<file path="src/pkg/adcfr_defines.vh">
// Constants for the conversion and filter reset controller
`ifndef ADCFR_DEFINES_VH
`define ADCFR_DEFINES_VH
// Register addresses of the four front configuration registers
`define ADCFR_ADDR_INSEL 4'h0
`define ADCFR_ADDR_BIAS 4'h1
`define ADCFR_ADDR_REFCTL 4'h2
`define ADCFR_ADDR_GAINRATE 4'h3
`define ADCFR_ADDR_LAST_FRONT 4'h4
// Command bytes (arbitrary encoding)
`define ADCFR_CMD_WAKE 8'h00
`define ADCFR_CMD_SLEEP 8'h02
`define ADCFR_CMD_RESYNC 8'h04
`define ADCFR_CMD_WRITE_HI 4'h4
// Resync delay in system clocks after seventh serial clock fall
`define ADCFR_RESYNC_DELAY 3'h4
`define ADCFR_RESYNC_BIT 4'h7
// Filter hold after slow register write, modulator clocks
`define ADCFR_HOLD_MOD_CLKS 32
`define ADCFR_MOD_DIV 4
// Data rate codes
`define ADCFR_RATE_W 4
`endif

</file>
<file path="src/design/adcfr_rate_table.v">
// Conversion length lookup per data rate and start kind
`timescale 1ns/1ps
`default_nettype none
module adcfr_rate_table
(
  input wire clk,
  input wire ce,
  input wire [3:0] rate,
  input wire [1:0] kind,
  output reg [19:0] count_q
);
  // ************************************************************
  // Registered lookup: kind 0 fast first, 1 slow first, 2 later
  // ************************************************************
  always @(posedge clk)
  begin
    if (ce)
    begin
      case ({kind, rate})
        6'h00: count_q <= 20'd816160;
        6'h01: count_q <= 20'd408096;
        6'h02: count_q <= 20'd204064;
        6'h03: count_q <= 20'd102072;
        6'h04: count_q <= 20'd51064;
        6'h05: count_q <= 20'd25560;
        6'h06: count_q <= 20'd12796;
        6'h07: count_q <= 20'd6428;
        6'h08: count_q <= 20'd4156;
        6'h10: count_q <= 20'd820265;
        6'h11: count_q <= 20'd412201;
        6'h12: count_q <= 20'd208169;
        6'h13: count_q <= 20'd103106;
        6'h14: count_q <= 20'd52098;
        6'h15: count_q <= 20'd26594;
        6'h16: count_q <= 20'd13314;
        6'h17: count_q <= 20'd6946;
        6'h18: count_q <= 20'd4674;
        6'h19: count_q <= 20'd2370;
        6'h20: count_q <= 20'd816128;
        6'h21: count_q <= 20'd408064;
        6'h22: count_q <= 20'd204032;
        6'h23: count_q <= 20'd102016;
        6'h24: count_q <= 20'd51008;
        6'h25: count_q <= 20'd25504;
        6'h26: count_q <= 20'd12736;
        6'h27: count_q <= 20'd6368;
        6'h28: count_q <= 20'd4096;
        6'h29: count_q <= 20'd2048;
        default: count_q <= 20'd2108;
      endcase
    end
  end
endmodule
`default_nettype wire

</file>
<file path="src/design/adcfr_sync2.v">
// Two-stage synchroniser for outside signals
`timescale 1ns/1ps
`default_nettype none
module adcfr_sync2 #(
  parameter W = 3
)
(
  input wire clk,
  input wire ce,
  input wire [W-1:0] d,
  output reg [W-1:0] q
);
  reg [W-1:0] meta_q;
  // ************************************************************
  // Two flip-flops, first read only by second
  // ************************************************************
  always @(posedge clk)
  begin
    if (ce)
    begin
      meta_q <= d;
      q <= meta_q;
    end
  end
endmodule
`default_nettype wire

</file>
<file path="src/design/adcfr_ctrl.v">
// Conversion sequencing and digital filter reset control
`timescale 1ns/1ps
`default_nettype none
`include "adcfr_defines.vh"
module adcfr_ctrl
(
  input wire REF_CLK,
  input wire RESET_N,
  input wire CLK_EN,
  input wire START,
  input wire SCLK,
  input wire CS_N,
  input wire DIN,
  output reg DATA_READY_N,
  output reg FILTER_RESET_N,
  output reg POWERED,
  output reg CONVERTING,
  output reg [7:0] INPUT_SELECT,
  output reg [7:0] BIAS_ENABLE,
  output reg [7:0] REF_AND_CONTROL,
  output reg [7:0] GAIN_AND_RATE
);
  // ************************************************************
  // Pin synchronisation
  // ************************************************************
  wire [2:0] pins_s;
  adcfr_sync2 #(.W(3)) u_sync
  (
    .clk(REF_CLK),
    .ce(CLK_EN),
    .d({START, SCLK, CS_N}),
    .q(pins_s)
  );
  wire start_s = pins_s[2];
  wire sclk_s = pins_s[1];
  wire cs_n_s = pins_s[0];
  reg start_d1_q;
  reg sclk_d1_q;
  reg din_m_q;
  reg din_q;
  wire sclk_rise = sclk_s & ~sclk_d1_q;
  wire sclk_fall = ~sclk_s & sclk_d1_q;
  wire start_rise = start_s & ~start_d1_q;
  wire start_fall = ~start_s & start_d1_q;

  // ************************************************************
  // Serial receiver: byte shifter and command decode
  // ************************************************************
  reg [7:0] shift_q;
  reg [3:0] bitcnt_q;
  reg [1:0] phase_q;
  reg [3:0] addr_q;
  reg [3:0] left_q;
  reg resync_arm_q;
  reg [2:0] resync_dly_q;
  reg byte_done_q;
  wire [7:0] byte_now = {shift_q[6:0], din_q};
  localparam PH_CMD = 2'd0;
  localparam PH_CNT = 2'd1;
  localparam PH_DATA = 2'd2;
  localparam PH_IGN = 2'd3;
  // Resync byte; its top seven bits are known at the seventh clock
  localparam [7:0] CMD_RESYNC = `ADCFR_CMD_RESYNC;

  // Decodes whether an address is a front configuration register
  function is_front;
    input [3:0] a;
    begin
      is_front = (a < `ADCFR_ADDR_LAST_FRONT);
    end
  endfunction

  // Event pulses produced by the receiver
  reg ev_sleep;
  reg ev_wake;
  reg ev_insel_wr;
  reg ev_slow_wr;
  reg ev_resync;

  // ************************************************************
  // Receiver process
  // ************************************************************
  always @(posedge REF_CLK)
  begin
    if (!RESET_N)
    begin
      shift_q <= 8'h00;
      bitcnt_q <= 4'h0;
      phase_q <= PH_CMD;
      addr_q <= 4'h0;
      left_q <= 4'h0;
      resync_arm_q <= 1'b0;
      resync_dly_q <= 3'h0;
      byte_done_q <= 1'b0;
      ev_sleep <= 1'b0;
      ev_wake <= 1'b0;
      ev_insel_wr <= 1'b0;
      ev_slow_wr <= 1'b0;
      ev_resync <= 1'b0;
      INPUT_SELECT <= 8'h01;
      BIAS_ENABLE <= 8'h00;
      REF_AND_CONTROL <= 8'h00;
      GAIN_AND_RATE <= 8'h00;
      start_d1_q <= 1'b0;
      sclk_d1_q <= 1'b0;
      din_m_q <= 1'b0;
      din_q <= 1'b0;
    end
    else if (CLK_EN)
    begin
      start_d1_q <= start_s;
      sclk_d1_q <= sclk_s;
      din_m_q <= DIN;
      din_q <= din_m_q;
      ev_sleep <= 1'b0;
      ev_wake <= 1'b0;
      ev_insel_wr <= 1'b0;
      ev_slow_wr <= 1'b0;
      ev_resync <= 1'b0;
      byte_done_q <= 1'b0;
      // Resync fires four system clocks after the seventh serial clock fall
      if (resync_dly_q != 3'h0)
      begin
        resync_dly_q <= resync_dly_q - 3'h1;
        if (resync_dly_q == 3'h1)
          ev_resync <= 1'b1;
      end
      if (cs_n_s)
      begin
        bitcnt_q <= 4'h0;
        phase_q <= PH_CMD;
        resync_arm_q <= 1'b0;
      end
      else
      begin
        if (sclk_rise)
        begin
          shift_q <= byte_now;
          bitcnt_q <= (bitcnt_q == 4'h7) ? 4'h0 : bitcnt_q + 4'h1;
          if (phase_q == PH_CMD && bitcnt_q == 4'h6)
            resync_arm_q <= (byte_now[6:0] == CMD_RESYNC[7:1]);
          if (bitcnt_q == 4'h7)
          begin
            byte_done_q <= 1'b1;
            case (phase_q)
              PH_CMD:
              begin
                if (byte_now == `ADCFR_CMD_SLEEP)
                  ev_sleep <= 1'b1;
                else if (byte_now == `ADCFR_CMD_WAKE)
                  ev_wake <= 1'b1;
                else if (byte_now[7:4] == `ADCFR_CMD_WRITE_HI)
                begin
                  addr_q <= byte_now[3:0];
                  phase_q <= PH_CNT;
                end
              end
              PH_CNT:
              begin
                left_q <= byte_now[3:0];
                phase_q <= PH_DATA;
              end
              PH_DATA:
              begin
                // Each byte takes effect as soon as it lands
                case (addr_q)
                  `ADCFR_ADDR_INSEL: INPUT_SELECT <= byte_now;
                  `ADCFR_ADDR_BIAS: BIAS_ENABLE <= byte_now;
                  `ADCFR_ADDR_REFCTL: REF_AND_CONTROL <= byte_now;
                  `ADCFR_ADDR_GAINRATE: GAIN_AND_RATE <= byte_now;
                  default: ;
                endcase
                if (addr_q == `ADCFR_ADDR_INSEL)
                  ev_insel_wr <= 1'b1;
                else if (is_front(addr_q))
                  ev_slow_wr <= 1'b1;
                addr_q <= addr_q + 4'h1;
                left_q <= left_q - 4'h1;
                if (left_q == 4'h0)
                  phase_q <= PH_IGN;
              end
              default: ;
            endcase
          end
        end
        // Seventh serial clock falling edge of resync command
        if (sclk_fall && resync_arm_q && phase_q == PH_CMD &&
            bitcnt_q == `ADCFR_RESYNC_BIT)
        begin
          resync_arm_q <= 1'b0;
          resync_dly_q <= `ADCFR_RESYNC_DELAY;
        end
      end
    end
  end

  // ************************************************************
  // Filter reset pulses, ANDed
  // ************************************************************
  localparam HOLD_W = 8;
  localparam integer HOLD_PROD = `ADCFR_HOLD_MOD_CLKS * `ADCFR_MOD_DIV;
  localparam [HOLD_W-1:0] HOLD_CLKS = HOLD_PROD[HOLD_W-1:0];
  reg [HOLD_W-1:0] slow_hold_q;
  reg [HOLD_W-1:0] start_hold_q;
  wire slow_rst_n = (slow_hold_q == {HOLD_W{1'b0}});
  wire start_rst_n = (start_hold_q == {HOLD_W{1'b0}});
  wire fast_rst_n = ~(ev_resync | ev_insel_wr);
  wire filt_rst_n = slow_rst_n & start_rst_n & fast_rst_n;

  // ************************************************************
  // Conversion state
  // ************************************************************
  reg run_q;
  reg pulse_mode_q;
  reg [1:0] kind_q;
  reg [1:0] kind_d;
  reg load_q;
  reg [19:0] cnt_q;
  reg [1:0] ready_left_q;
  wire [19:0] table_count;
  wire [3:0] rate = GAIN_AND_RATE[3:0];
  // Any event that abandons the conversion and starts a new one
  wire restart = start_rise | ev_wake | ev_resync | ev_insel_wr | ev_slow_wr;

  adcfr_rate_table u_table
  (
    .clk(REF_CLK),
    .ce(CLK_EN),
    .rate(rate),
    .kind(kind_d),
    .count_q(table_count)
  );

  // Next length kind, held until the lookup is consumed
  always @*
  begin
    kind_d = kind_q;
    if (ev_resync || ev_insel_wr)
      kind_d = 2'd0;
    else if (start_rise || ev_wake || ev_slow_wr)
      kind_d = 2'd1;
  end

  // ************************************************************
  // Sequencer: restart on filter reset, count, signal completion
  // ************************************************************
  always @(posedge REF_CLK)
  begin
    if (!RESET_N)
    begin
      run_q <= 1'b0;
      pulse_mode_q <= 1'b0;
      kind_q <= 2'd1;
      load_q <= 1'b0;
      cnt_q <= 20'h00000;
      ready_left_q <= 2'd0;
      slow_hold_q <= {HOLD_W{1'b0}};
      start_hold_q <= {HOLD_W{1'b0}};
      DATA_READY_N <= 1'b1;
      FILTER_RESET_N <= 1'b1;
      POWERED <= 1'b0;
      CONVERTING <= 1'b0;
    end
    else if (CLK_EN)
    begin
      FILTER_RESET_N <= filt_rst_n;
      kind_q <= kind_d;
      load_q <= 1'b0;
      if (slow_hold_q != {HOLD_W{1'b0}})
        slow_hold_q <= slow_hold_q - {{(HOLD_W-1){1'b0}}, 1'b1};
      if (start_hold_q != {HOLD_W{1'b0}})
        start_hold_q <= start_hold_q - {{(HOLD_W-1){1'b0}}, 1'b1};
      if (ev_slow_wr)
        slow_hold_q <= HOLD_CLKS;
      if (start_rise)
      begin
        start_hold_q <= HOLD_CLKS;
        run_q <= 1'b1;
        pulse_mode_q <= 1'b0;
        load_q <= 1'b1;
        DATA_READY_N <= 1'b1;
      end
      else if (start_fall)
        pulse_mode_q <= 1'b1;
      else if (ev_sleep)
        pulse_mode_q <= 1'b1;
      if (ev_wake || ev_resync || ev_insel_wr || ev_slow_wr)
      begin
        // Abandon current conversion, no result produced
        run_q <= 1'b1;
        load_q <= 1'b1;
        DATA_READY_N <= 1'b1;
        if (ev_wake)
          pulse_mode_q <= 1'b0;
      end
      POWERED <= run_q;
      CONVERTING <= run_q & filt_rst_n;
      // Data ready stands four clocks, also once powered down
      if (!DATA_READY_N)
      begin
        if (ready_left_q == 2'd0)
          DATA_READY_N <= 1'b1;
        else
          ready_left_q <= ready_left_q - 2'd1;
      end
      // Count from the restart, filter settling time included
      if (load_q)
        cnt_q <= 20'h00000;
      else if (run_q && !restart)
      begin
        if (cnt_q == table_count - 20'h1)
        begin
          cnt_q <= 20'h00000;
          DATA_READY_N <= 1'b0;
          ready_left_q <= 2'd3;
          kind_q <= 2'd2;
          // First result is final: no discard cycles
          if (pulse_mode_q)
            run_q <= 1'b0;
        end
        else
          cnt_q <= cnt_q + 20'h1;
      end
    end
  end
endmodule
`default_nettype wire

</file>
<file path="config.mk">
export PLATFORM = sky130hd
export DESIGN_NAME = adcfr_ctrl
export DESIGN_NICKNAME = d
export VERILOG_FILES = /design/src/design/adcfr_rate_table.v /design/src/design/adcfr_sync2.v /design/src/design/adcfr_ctrl.v
export VERILOG_INCLUDE_DIRS = /design/src /design/src/pkg
export SDC_FILE = /design/constraint.sdc
export NUM_CORES = 1
export LEC_CHECK = 0
export BUFFER_PORTS_ARGS = -buffer_cell sky130_fd_sc_hd__buf_4
export CAP_MARGIN = 10
export CORE_ASPECT_RATIO = 1.75
export CORE_UTILIZATION = 26
export DETAILED_ROUTE_END_ITERATION = 8
export GPL_ROUTABILITY_DRIVEN = 0
export HOLD_SLACK_MARGIN = 0.08
export PLACE_DENSITY_LB_ADDON = 0.08
export SETUP_SLACK_MARGIN = 0.05
export SLEW_MARGIN = 20
export SYNTH_ARGS = -nofsm -noshare
export SYNTH_HDL_FRONTEND = slang
export SYNTH_HIERARCHICAL = 1
export SYNTH_SLANG_ARGS = --single-unit
</file>
<file path="constraint.sdc">
create_clock -name REF_CLK -period 3.23 [get_ports REF_CLK]
set_input_delay 0.4845 -clock REF_CLK [delete_from_list [all_inputs] [get_ports REF_CLK]]
set_output_delay 0.4845 -clock REF_CLK [all_outputs]
set_load 0.01 [all_outputs]
</file>
-- Word-level counts from Yosys, hierarchy flattened
Memory sizes are Yosys's and may differ from the RTL's. A register that Yosys moved wholly into a read port is not among the register bits.
Cells that the tools add are included.
- add/subtract/negate cells: 9
- order comparisons: 1
- equality and inequality tests: 19
- muxes and demuxes: 84
- bitwise logic cells: 18
- reduce and logical (&&, ||, !) cells: 45
- operators by type and width (operator ; count):
    $mux W20 ; 3
    $mux W1 ; 48
    $mux W2 ; 17
    $mux W8 ; 4
    $logic_not A8 Y1 ; 3
    $mux W4 ; 6
    $reduce_and A6 Y1 ; 4
    $add A20 B1 Y20 const B ; 1
    $eq A20 B20 Y1 ; 1
    $sub A20 B1 Y20 const B ; 1
    $pmux W4 S2 ; 2
    $reduce_and A8 Y1 ; 2
    $reduce_bool A8 Y1 ; 2
    $sub A8 B1 Y8 const B ; 2
    $reduce_bool A2 Y1 ; 7
    $eq A4 B3 Y1 const B ; 3
    $mux W3 ; 3
    $ne A3 B2 Y1 const B ; 3
    $reduce_bool A3 Y1 ; 3
    $add A4 B1 Y4 const B ; 2
    $eq A4 B2 Y1 const B ; 2
    $eq A8 B2 Y1 const B ; 1
    $logic_not A4 Y1 ; 2
    $reduce_and A2 Y1 ; 4
    other kinds (23) ; 50
- bits in registers: 119
- ROM bits: 1280
- bits of input ports: 7
- logic and storage cells: 211
- memories: 1
- memory list (memory ; depth ; bits a word ; read ports ; clocked after Yosys merged registers in ; wr ports ; RTL line ; RTL):
    (no name shown) ; 64 ; 20 ; 1 ; 1 ; 0 ; adcfr_rate_table.v:19 ; case ({kind, rate})

-- Depth between registers and ports, before layout
Gate-level depths: netlist (run 1).
- depth after elaboration: 10
- gate-level depth with buffers: 12

-- Hierarchy
Netlist (run 1), hierarchy kept.
- by module, submodules not included (module ; instances ; cells an instance ; area each (um2)):
    adcfr_ctrl ; 1 ; 792 ; 6229.7
    adcfr_rate_table ; 1 ; 119 ; 1295.0
    adcfr_sync2 ; 1 ; 6 ; 180.2

-- Least setup slack after synthesis (run 1)
OpenSTA, ideal clock, no wires.
- path type: register -> register
- start point: register u_table.count_q[0]
- end point: register cnt_q[14]
- setup time: 0.120 ns
- data arrival time: 3.119 ns
- required time: 3.110 ns
- path slack: -0.009 ns
- stages on the path, launching flop included: 12
- buffers on the path: 3
- clock period less this slack: 3.239 ns
- path through: edfxtp_1 -> buf_6 -> or4_1 -> buf_2 -> or4_1 -> a21oi_1 -> nor4_1 -> or3_4 -> o41ai_4 -> buf_6 -> nor3b_1 -> a211o_1
- word-level cells in the longest chain between the ends: 5
- ends and longest elaborated chain (what ; RTL line ; RTL):
    start, declared ; adcfr_rate_table.v:10 ; output reg [19:0] count_q
    $sub A20 B1 Y20 ; adcfr_ctrl.v:311 ; if (cnt_q == table_count - 20'h1)
    $eq A20 B20 Y1 ; adcfr_ctrl.v:311 ;
    $mux W20 ; adcfr_ctrl.v:311 ;
    $mux W20 ; adcfr_ctrl.v:309 ; else if (run_q && !restart)
    $mux W20 ; adcfr_ctrl.v:307 ; if (load_q)
    end signal, assigned ; adcfr_ctrl.v:322 ; cnt_q <= cnt_q + 20'h1;
    end, declared ; adcfr_ctrl.v:218 ; reg [19:0] cnt_q;
No other way between the ends. The select of a mux whose other input is x is not followed.
A chain may end at the register's enable or synchronous reset.

-- Worst setup path in the final report (run 1)
- start point: register u_table.count_q[0]
- end point: register cnt_q[5]
The elaborated chain is that of the path after synthesis.

==> flow_metrics.py, run 1 <==
metrics = {
    "clocking": {
        "htreeDepth": 4,
        "root_buffer": "clkbuf_16",
        "worstSkewPairLatency_ns": 0.44,
        "cts_num_sinks": 139,
        "numCtsBuffers": 17,
        "tritoncts": "yes",
        "clkTransAtPathRegs_ns": 0.06,
        "cts_buffer_depth": 2,
    },
    "die": {
        "die_h_um": 230,
        "core_area_um2": 29300,
        "ios": 43,
        "placementRows": 83,
        "start_util": 0.263,
        "die_x_um": 132,
        "die-area_um2": 30400,
    },
    "pwr": {
        "p_int_mw": 3.43,
        "pwr-share-seq": 0.421,
        "p_sw_mw": 1.23,
        "ir_worst_vdd_uv": 386,
        "clkPwrFrac": 0.444,
        "leakagePower_nw": 3.46,
        "p_comb_frac": 0.135,
        "p_total_mw": 4.66,
        "switching_share": 0.264,
        "power.density_nw_per_um2": 490,
    },
    "critical_path": {
        "reg2reg_slack_ns": 0.008,
        "critical_path.max_fanout": 7,
        "crit_path_start_kind": "flop",
        "crit_type": "reg2reg",
        "worstPathArrival_ns": 3.58,
        "critPathCaptureType": "flop",
        "timing.rr.end": "cnt_q[5]",
        "cp_data_required_time_ns": 3.59,
        "reg2reg_from": "u_table/count_q[0]",
        "r2r_cells": 12,
    },
    "synth": {
        "ys_types": 79,
        "yosysTopAreaCell": "dfxtp_1",
        "synth_area_leaders": "dfxtp_1, edfxtp_1, nand2_1",
        "synth_fp_nets": 949,
        "async_reset_ff_frac": 0,
        "syn_inst": 917,
        "synth_area_um2": 7700,
        "netlist.area_leader.share": 0.294,
        "avgSynthCellArea_um2": 8.40,
        "synthFlopType": "dfxtp_1",
        "synth-seq-cells": 139,
        "synth_edf_count": 26,
        "ys_top_cells_by_count": "nand2_1, dfxtp_1, nor2_1, nand3_1",
        "ys_seq_area_frac": 0.395,
        "yosysWarnings": 6,
        "synth_most_common_cell": "nand2_1",
    },
    "timing": {
        "setup_viol_count_final": 0,
        "fin_ws_ns": 0.00844,
        "hold_viol_final": 0,
        "period_needed_ns": 3.22,
        "rsz0062_at_grt": "true",
        "hold_ws_ns": 0.221,
        "fin_crit_sh": 0.997,
        "tightest_slew_ns": 0.902,
        "timing.fmax_ghz": 0.310,
        "finClkSkew_ns": 0.00862,
        "maxSlewHeadroom": 0.392,
        "drv_slew": 0,
    },
    "placed_design": {
        "pre_cts_ws_ns": -0.0257,
        "hpwl_um": 16500,
        "place_area_um2": 8650,
        "numPortBuffers": 42,
        "placed_cells": 1331,
    },
    "routing": {
        "routedWlPerCell_um": 16.7,
        "drtAntennaViolNets": 0,
        "drt_iter0_markers": 173,
        "totalWireLength_um": 23000,
        "firstDrtPassIters": 4,
        "vias": 6644,
        "drc": 0,
        "via_per_inst": 4.83,
    },
    "worst_hold_path": {
        "hp-start": "SCLK",
        "hold_depth": 1,
        "holdPathEnd": "u_sync/meta_q[1]",
        "min_path_type": "in2reg",
    },
    "grt": {
        "grt_first_pass_wirelength_um": 36600,
        "antenna_found_initial": 0,
        "first_global_vias": 6802,
        "grt_usage": 0.157,
        "grt_max_degree": 87,
        "grt.overflow.total": 0,
    },
    "layout": {
        "instances_no_fill": 1375,
        "layout-drive-gt1-share": 0.162,
        "design_area_um2": 9500,
        "diodes": 0,
        "area_delta_synth_final_pct": 23.3,
        "nets": 1012,
    },
    "job": {
        "cap_violations": 0,
    },
    "status": {
        "status": "finished, final reports clean",
    },
}
power by group through the flow:
stage,sequential (mW),clock [mW],combinational (mW)
global placement,2.00,0,0.621
CTS,1.96,2.15,0.632
detailed placement,2.00,0,0.621
floorplan,1.97,0,0.475
finish,1.96,2.07,0.628
global route,1.98,2.20,0.719
flip-flops by register name, summed over array words and instances (netlist names), 2 cells and up:
name	flops
INPUT_SELECT	8
left_q	4
addr_q	4
u_sync/q	3
kind_q	2
REF_AND_CONTROL	8
phase_q	2
u_sync/meta_q	3
shift_q	7
start_hold_q	8
slow_hold_q	8
BIAS_ENABLE	8
cnt_q	20
u_table/count_q	20
GAIN_AND_RATE	8
resync_dly_q	3
bitcnt_q	4
ready_left_q	2
worst max-delay path by stage:
stage | start | to | slack [ns]
3_5_place_dp | u_table/count_q[0] | cnt_q[2] | -0.03
3_3_place_gp | u_table/count_q[0] | kind_q[0] | 0.05
6_report | u_table/count_q[0] | cnt_q[5] | 0.008
2_1_floorplan | u_table/count_q[11] | cnt_q[14] | 0.06
5_1_grt | u_table/count_q[0] | cnt_q[5] | -0.11
4_1_cts | u_table/count_q[6] | cnt_q[5] | 0.002
cell type report:
| type | instances | area, um^2 |
|---|---|---|
| clock buffer | 25 | 517 |
| clock inverter | 7 | 100 |
| fill | 3159 | 19800 |
| inverter | 31 | 116 |
| multi-input combinational | 692 | 4400 |
| sequential | 139 | 3040 |
| tap | 382 | 478 |
| timing repair buffer | 99 | 846 |
cells by family (layout without fill, tap and decap cells):
family / after synthesis / count (layout) / share of synthesized area
flip-flops: 139 / 139 / 0.395
buffers and inverters: 86 / 162 / 0.0477
AND/OR/NAND/NOR: 412 / 412 / 0.274
XOR/XNOR: 37 / 37 / 0.0421
AO/OA/AOI/OAI: 208 / 208 / 0.188
multiplexers: 10 / 10 / 0.0132
adder cells (fa/ha/maj): 25 / 25 / 0.0406
cells in the final DEF (no fill, tap or decap), types with 5 or more instances in the layout:
cell | Yosys | routed
a211o_1 | 7 | 7
a211oi_1 | 7 | 6
a21boi_0 | 49 | 49
a21o_1 | 8 | 8
a21oi_1 | 30 | 27
a31oi_1 | 6 | 6
and2_1 | 21 | 21
and3_1 | 7 | 7
buf_4 | 3 | 89
clkbuf_16 | 0 | 19
dfxtp_1 | 113 | 113
edfxtp_1 | 26 | 26
ha_1 | 25 | 24
inv_1 | 30 | 29
mux2i_1 | 9 | 9
nand2_1 | 131 | 131
nand2b_1 | 11 | 11
nand3_1 | 52 | 52
nand4_1 | 5 | 5
nor2_1 | 55 | 55
nor2b_1 | 33 | 33
nor3_1 | 28 | 27
nor4_1 | 16 | 15
o211ai_1 | 5 | 5
o21a_1 | 5 | 5
o21ai_0 | 49 | 47
or3_1 | 12 | 12
or4_1 | 11 | 6
or4_4 | 1 | 6
xnor2_1 | 27 | 26
xor2_1 | 10 | 10
worst max-delay path, cell delays in order (launching register included):
cell	delay (ns)
edfxtp_1	0.45
or4_4	0.60
nor2_1	0.12
buf_4	0.15
o221ai_1	0.11
a222oi_1	0.45
or4_4	0.22
o41ai_4	0.06
buf_6	0.15
buf_12	0.12
buf_16	0.13
or4_1	0.49
o211ai_1	0.10
through the flow:
stage	TNS, ns	utilization
2_1_floorplan	0	-
3_3_place_gp	0	0.296
3_5_place_dp	-0.139	0.296
4_1_cts	0	0.321
5_1_grt	-1.16	0.324
6_report	0	0.324
metal layers:
metal / vias to the layer above / wire [um] / GRT usage
met5: - / 0 / 0
met4: 0 / 677 / 0.0723
met3: 34 / 555 / 0.0331
met2: 89 / 13000 / 0.308
li1: 3382 / - / -
met1: 3139 / 8750 / 0.153
what timing repair did:
action | CTS | global route
endpoints found under the setup margin | 8 | 17
hold buffers | 0 | 0
pin swaps | 4 | 6
buffers inserted | 5 | 5
gates resized for setup | 8 | 15
endpoints found under the hold margin | 0 | 0
gates cloned | 2 | 1
No activity file was read; power rests on OpenSTA's default activity.
==> inputs of run 2 (changes only) <==
--- a/config.mk
+++ b/config.mk
@@ -10,10 +10,11 @@
 export CAP_MARGIN = 10
 export CORE_ASPECT_RATIO = 1.75
 export CORE_UTILIZATION = 26
+export CTS_BUF_LIST = sky130_fd_sc_hd__clkbuf_4
 export DETAILED_ROUTE_END_ITERATION = 8
 export GPL_ROUTABILITY_DRIVEN = 0
 export HOLD_SLACK_MARGIN = 0.08
-export PLACE_DENSITY_LB_ADDON = 0.08
+export PLACE_DENSITY = 0.48
 export SETUP_SLACK_MARGIN = 0.05
 export SLEW_MARGIN = 20
 export SYNTH_ARGS = -nofsm -noshare
==> run 2 against run 1 <==
Against the previous run:
- non-clock buffer count shrank 5
- core utilization shrank 1.3 points
- via count is 0.53% higher
- sequential power about the same
- fmax barely moved
- die area unchanged
- clock power fell by 43%
- sequential share of layout area is 1.3 points higher
- routed wire length fell by 11%
- highest routed layer unchanged
==> flow_metrics.py, run 2 (same netlist as run 1, synthesis figures left out) <==
metrics = {
    "grt": {
        "grt_usage": 0.141,
        "grt_max_degree": 51,
        "grt_first_pass_wirelength_um": 33500,
        "antenna_found_initial": 1,
        "grt.overflow.total": 0,
        "first_global_vias": 6507,
    },
    "pwr": {
        "p_comb_frac": 0.168,
        "switching_share": 0.317,
        "ir_worst_vdd_uv": 322,
        "pwr-share-seq": 0.519,
        "leakagePower_nw": 3.28,
        "p_total_mw": 3.76,
        "p_sw_mw": 1.19,
        "power.density_nw_per_um2": 413,
        "p_int_mw": 2.57,
        "clkPwrFrac": 0.313,
    },
    "placed_design": {
        "numPortBuffers": 42,
        "hpwl_um": 14900,
        "pre_cts_ws_ns": 0.00315,
        "place_area_um2": 8600,
        "placed_cells": 1325,
    },
    "timing": {
        "finClkSkew_ns": 0.0175,
        "tightest_slew_ns": 1.03,
        "hold_viol_final": 0,
        "setup_tns_ns": 0,
        "drv_slew": 0,
        "timing.fmax_ghz": 0.310,
        "maxSlewHeadroom": 0.315,
        "fin_crit_sh": 0.998,
        "hold_ws_ns": 0.286,
        "setup_viol_count_final": 0,
        "fin_ws_ns": 0.00642,
        "rsz0062_at_grt": "true",
        "period_needed_ns": 3.22,
    },
    "die": {
        "die_x_um": 132,
        "die_h_um": 230,
        "die-area_um2": 30400,
        "placementRows": 83,
        "start_util": 0.263,
        "core_area_um2": 29300,
        "ios": 43,
    },
    "layout": {
        "instances_no_fill": 1372,
        "nets": 1007,
        "final_common_cell": "nand2_1",
        "reg.largest.list": "cnt_q: 20 flops, u_table/count_q: 20 flops",
        "regArea_um2": 3040,
        "layout-drive-gt1-share": 0.157,
        "final_cell_mix": "nand2_1, dfxtp_1, buf_4",
        "post-route-util": 0.311,
        "fillers": 3145,
        "design_area_um2": 9120,
        "area_delta_synth_final_pct": 18.4,
        "multi_input_area_um2": 4410,
    },
    "critical_path": {
        "cp.buffers_inverters": 3,
        "cp_common_cell": "or4_4",
        "crit_path_start_kind": "flop",
        "crit_family": "simple AND/OR/NAND/NOR gates",
        "critical_path.max_fanout": 6,
        "worstPathArrival_ns": 3.72,
        "slowest_stage": "or4_4",
        "slowest_delay_ns": 0.55,
        "crit_chain": "buf_6 > nor3_2 > xnor2_1 > or4_4 > nand2b_4 > or4_4 > o41ai_4 > buf_4 > clkbuf_16 > a21oi_1 > a21o_1",
        "critPathCaptureType": "flop",
        "reg2reg_slack_ns": 0.006,
        "crit_type": "reg2reg",
        "cp_data_required_time_ns": 3.73,
    },
    "clocking": {
        "clkTransAtPathRegs_ns": 0.14,
        "htreeDepth": 4,
        "worstSkewPairLatency_ns": 0.60,
        "cts_buffer_depth": 2,
        "tritoncts": "yes",
        "cts_num_sinks": 139,
        "numCtsBuffers": 17,
        "root_buffer": "clkbuf_4",
    },
    "status": {
        "status": "finished, final reports clean",
    },
    "worst_hold_path": {
        "min_path_type": "in2reg",
    },
    "routing": {
        "drc": 0,
        "totalWireLength_um": 20500,
        "firstDrtPassIters": 6,
        "drt_iter0_markers": 257,
        "drtAntennaViolNets": 0,
        "via_per_inst": 4.87,
        "vias": 6679,
        "routedWlPerCell_um": 14.9,
    },
    "job": {
        "cap_violations": 0,
    },
}
[run 2: changes by cell type in the layout (fill, tap and decap cells not counted), sizes merged]
| cell | delta |
|---|---|
| diode | +2 |
| dlygate4sd3 | +4 |
| clkinv | +4 |
| clkbuf | -8 |
| bufinv | -1 |
| clkinvlp | -1 |
| buf | -9 |
| inv | +6 |
[run 2: final cells by class]
class	instances	share of cell area
clock buffers	17	0.0140
diodes	2	0.000549
clock inverters	15	0.0170
flip-flops and latches	139	0.334
repair buffers	94	0.0857
well taps	382	0.0524
inverters	31	0.0128
multi-input cells	692	0.484
[run 2: power by group through the flow]
stage	clock, mW	sequential, mW	combinational, mW
2_1_floorplan	0	1.97	0.475
3_3_place_gp	0	1.99	0.610
3_5_place_dp	0	1.99	0.616
4_1_cts	1.24	1.95	0.633
5_1_grt	1.30	1.97	0.717
6_report	1.18	1.95	0.631
[run 2: layer usage]
metal | vias up | share of wire | GRT usage
met5 | - | 0 | 0
met4 | 0 | 0.028 | 0.0669
met3 | 36 | 0.025 | 0.0300
met2 | 100 | 0.56 | 0.272
met1 | 3175 | 0.39 | 0.140
li1 | 3368 | - | -
[run 2: worst paths after layout]
check                     start        end  depth (start not counted)
max          u_table/count_q[0]  cnt_q[10]                         11
min reg2reg        pulse_mode_q      run_q                          1
max reg2reg  u_table/count_q[0]  cnt_q[10]                         11
min                     RESET_N  kind_q[0]                          2
[run 2: worst register-to-register path, delay by kind of cell (launching register included)]
family,cells,cell delay [ns]
compound gates,3,0.63
buf+inv,3,0.49
xor+xnor,1,0.10
simple gates,4,1.46
flops,1,0.46
[run 2: repair_timing]
item                                   in CTS  in global routing
cloned                                      2                  0
buffers inserted                            7                  1
setup endpoints to repair                   8                 20
hold buffers                                4                  0
endpoints found under the hold margin       4                  0
pin swaps                                   3                  4
gates resized for setup                     4                 19
==> inputs of run 3 (changes only) <==
--- a/config.mk
+++ b/config.mk
@@ -14,7 +14,7 @@
 export DETAILED_ROUTE_END_ITERATION = 8
 export GPL_ROUTABILITY_DRIVEN = 0
 export HOLD_SLACK_MARGIN = 0.08
-export PLACE_DENSITY = 0.48
+export PLACE_DENSITY = 0.47
 export SETUP_SLACK_MARGIN = 0.05
 export SLEW_MARGIN = 20
 export SYNTH_ARGS = -nofsm -noshare
==> constraint.sdc (replaced) <==
create_clock -name REF_CLK -period 3.2 [get_ports REF_CLK]
set_input_delay 0.48 -clock REF_CLK [delete_from_list [all_inputs] [get_ports REF_CLK]]
set_output_delay 0.48 -clock REF_CLK [all_outputs]
set_load 0.01 [all_outputs]
==> run 3 against run 2 <==
Against the previous run:
- flip-flop and latch count did not move
- clock power increased by 19%
- via count shrank 0.82%
- sequential share of layout area decreased by 0.050 points
- hold slack worse by 0.14 ns
- clock skew fell by 0.00063 ns
- clock-buffer cell count stayed put
- sequential power is essentially flat
- critical path depth decreased by 1
- non-clock buffer count is 5 higher
- largest power group unchanged
==> flow_metrics.py, run 3 (same netlist as run 1, synthesis figures left out) <==
metrics = {
    "pwr": {
        "ir_worst_vdd_uv": 289,
        "power.density_nw_per_um2": 438,
        "p_sw_mw": 1.12,
        "p_int_mw": 2.88,
        "clkPwrFrac": 0.350,
        "leakagePower_nw": 3.30,
        "p_comb_frac": 0.158,
        "pwr-share-seq": 0.492,
        "switching_share": 0.281,
    },
    "routing": {
        "drc": 0,
        "routedWlPerCell_um": 14.8,
        "firstDrtPassIters": 4,
        "totalWireLength_um": 20300,
        "drtAntennaViolNets": 0,
        "drt_iter0_markers": 199,
        "via_per_inst": 4.81,
        "vias": 6624,
    },
    "timing": {
        "setup_tns_ns": 0,
        "finClkSkew_ns": 0.0169,
        "fin_crit_sh": 0.991,
        "rsz0062_at_grt": "true",
        "maxSlewHeadroom": 0.316,
        "fin_ws_ns": 0.0285,
        "tightest_slew_ns": 1.02,
        "timing.fmax_ghz": 0.315,
        "period_needed_ns": 3.17,
        "setup_viol_count_final": 0,
        "drv_slew": 0,
        "hold_viol_final": 0,
    },
    "clocking": {
        "tritoncts": "yes",
        "htreeDepth": 4,
        "root_buffer": "clkbuf_4",
        "numCtsBuffers": 17,
        "cts_num_sinks": 139,
        "cts_buffer_depth": 2,
        "clkTransAtPathRegs_ns": 0.13,
        "worstSkewPairLatency_ns": 0.59,
    },
    "layout": {
        "area_delta_synth_final_pct": 18.6,
        "layout-drive-gt1-share": 0.154,
        "nets": 1012,
        "regArea_um2": 3040,
        "final_common_cell": "nand2_1",
        "post-route-util": 0.312,
        "multi_input_area_um2": 4370,
        "final_cell_mix": "nand2_1, dfxtp_1, buf_4",
        "fillers": 3137,
        "reg.largest.list": "cnt_q: 20 flops, u_table/count_q: 20 flops",
    },
    "worst_hold_path": {
        "min_path_type": "in2reg",
        "hold_depth": 3,
    },
    "critical_path": {
        "r2r_cells": 10,
        "worstPathArrival_ns": 3.65,
        "slowest_delay_ns": 0.55,
        "cp_common_cell": "or4_4",
        "slowest_stage": "or4_4",
        "critical_path.max_fanout": 25,
        "cp_data_required_time_ns": 3.68,
        "crit_chain": "inv_4 > ha_4 > xnor2_1 > or4_4 > nand2b_1 > or4_4 > o41ai_4 > buf_12 > nor3b_1 > a211o_1",
        "crit_path_start_kind": "flop",
        "crit_type": "reg2reg",
        "critPathCaptureType": "flop",
    },
    "placed_design": {
        "hpwl_um": 15100,
        "numPortBuffers": 42,
        "pre_cts_ws_ns": -0.0469,
    },
    "die": {
        "start_util": 0.263,
        "die-area_um2": 30400,
        "placementRows": 83,
        "die_x_um": 132,
        "core_area_um2": 29300,
        "ios": 43,
        "die_h_um": 230,
    },
    "job": {
        "cap_violations": 0,
    },
    "grt": {
        "grt_max_degree": 53,
        "grt.overflow.total": 0,
        "grt_usage": 0.140,
        "antenna_found_initial": 1,
        "grt_first_pass_wirelength_um": 33500,
        "first_global_vias": 6558,
    },
    "status": {
        "status": "finished, final reports clean",
    },
}
[run 3: stage by stage]
stage	instances	power, mW	area (um^2)	hold WS, ns
2_1_floorplan	917	2.47	7740	0.400
3_3_place_gp	1338	2.64	8700	0.401
3_5_place_dp	1338	2.64	8700	0.406
4_1_cts	1374	4.08	9100	0.0867
5_1_grt	1376	4.25	9140	0.144
6_report	1376	4.00	9140	0.149
[run 3: layout make-up]
| cell class | count | area share |
|---|---|---|
| tap | 382 | 0.0523 |
| sequential | 139 | 0.333 |
| timing repair buffer | 99 | 0.0849 |
| clock inverter | 15 | 0.0240 |
| inverter | 31 | 0.0130 |
| multi-input combinational | 692 | 0.478 |
| clock buffer | 17 | 0.0140 |
| antenna | 1 | 0.000274 |
[run 3: worst paths after layout]
kind                 startpoint           to  slack [ns]
max          u_table/count_q[0]    cnt_q[19]        0.03
min                         DIN      din_m_q        0.15
max reg2reg  u_table/count_q[0]    cnt_q[19]        0.03
min reg2reg    u_sync/meta_q[0]  u_sync/q[0]        0.43
[run 3: worst max-delay path, delay by kind of cell, from the launching register on]
| family | cells | cell delay [ns] |
|---|---|---|
| AO/OA/AOI/OAI | 2 | 0.64 |
| buffers and inverters | 2 | 0.31 |
| flip-flops | 1 | 0.51 |
| AND/OR/NAND/NOR | 4 | 1.30 |
| XOR/XNOR | 1 | 0.12 |
| adder cells (fa/ha/maj) | 1 | 0.20 |
[run 3: layer usage]
layer,part of all wire,up-vias,global-route usage
li1,-,3378,-
met1,0.39,3083,0.140
met2,0.56,121,0.271
met3,0.026,42,0.0267
met4,0.028,0,0.0716
met5,0,-,0
[run 3: repair_timing]
action                                  4_1_cts  5_1_grt
pin swaps                                     0        4
endpoints found under the setup margin       11       16
endpoints found under the hold margin         3        0
hold buffers                                  3        0
setup buffers                                 1        1
gates cloned                                  0        0
resized for setup                             3        6
[run 3: power groups by stage]
| stage | Sequential, mW | Clock (mW) | Combinational, mW |
|---|---|---|---|
| 3_3_place_gp | 2.01 | 0 | 0.627 |
| 2_1_floorplan | 1.99 | 0 | 0.481 |
| 4_1_cts | 1.97 | 1.47 | 0.639 |
| 5_1_grt | 1.99 | 1.54 | 0.726 |
| 6_report | 1.97 | 1.40 | 0.630 |
| 3_5_place_dp | 2.01 | 0 | 0.631 |
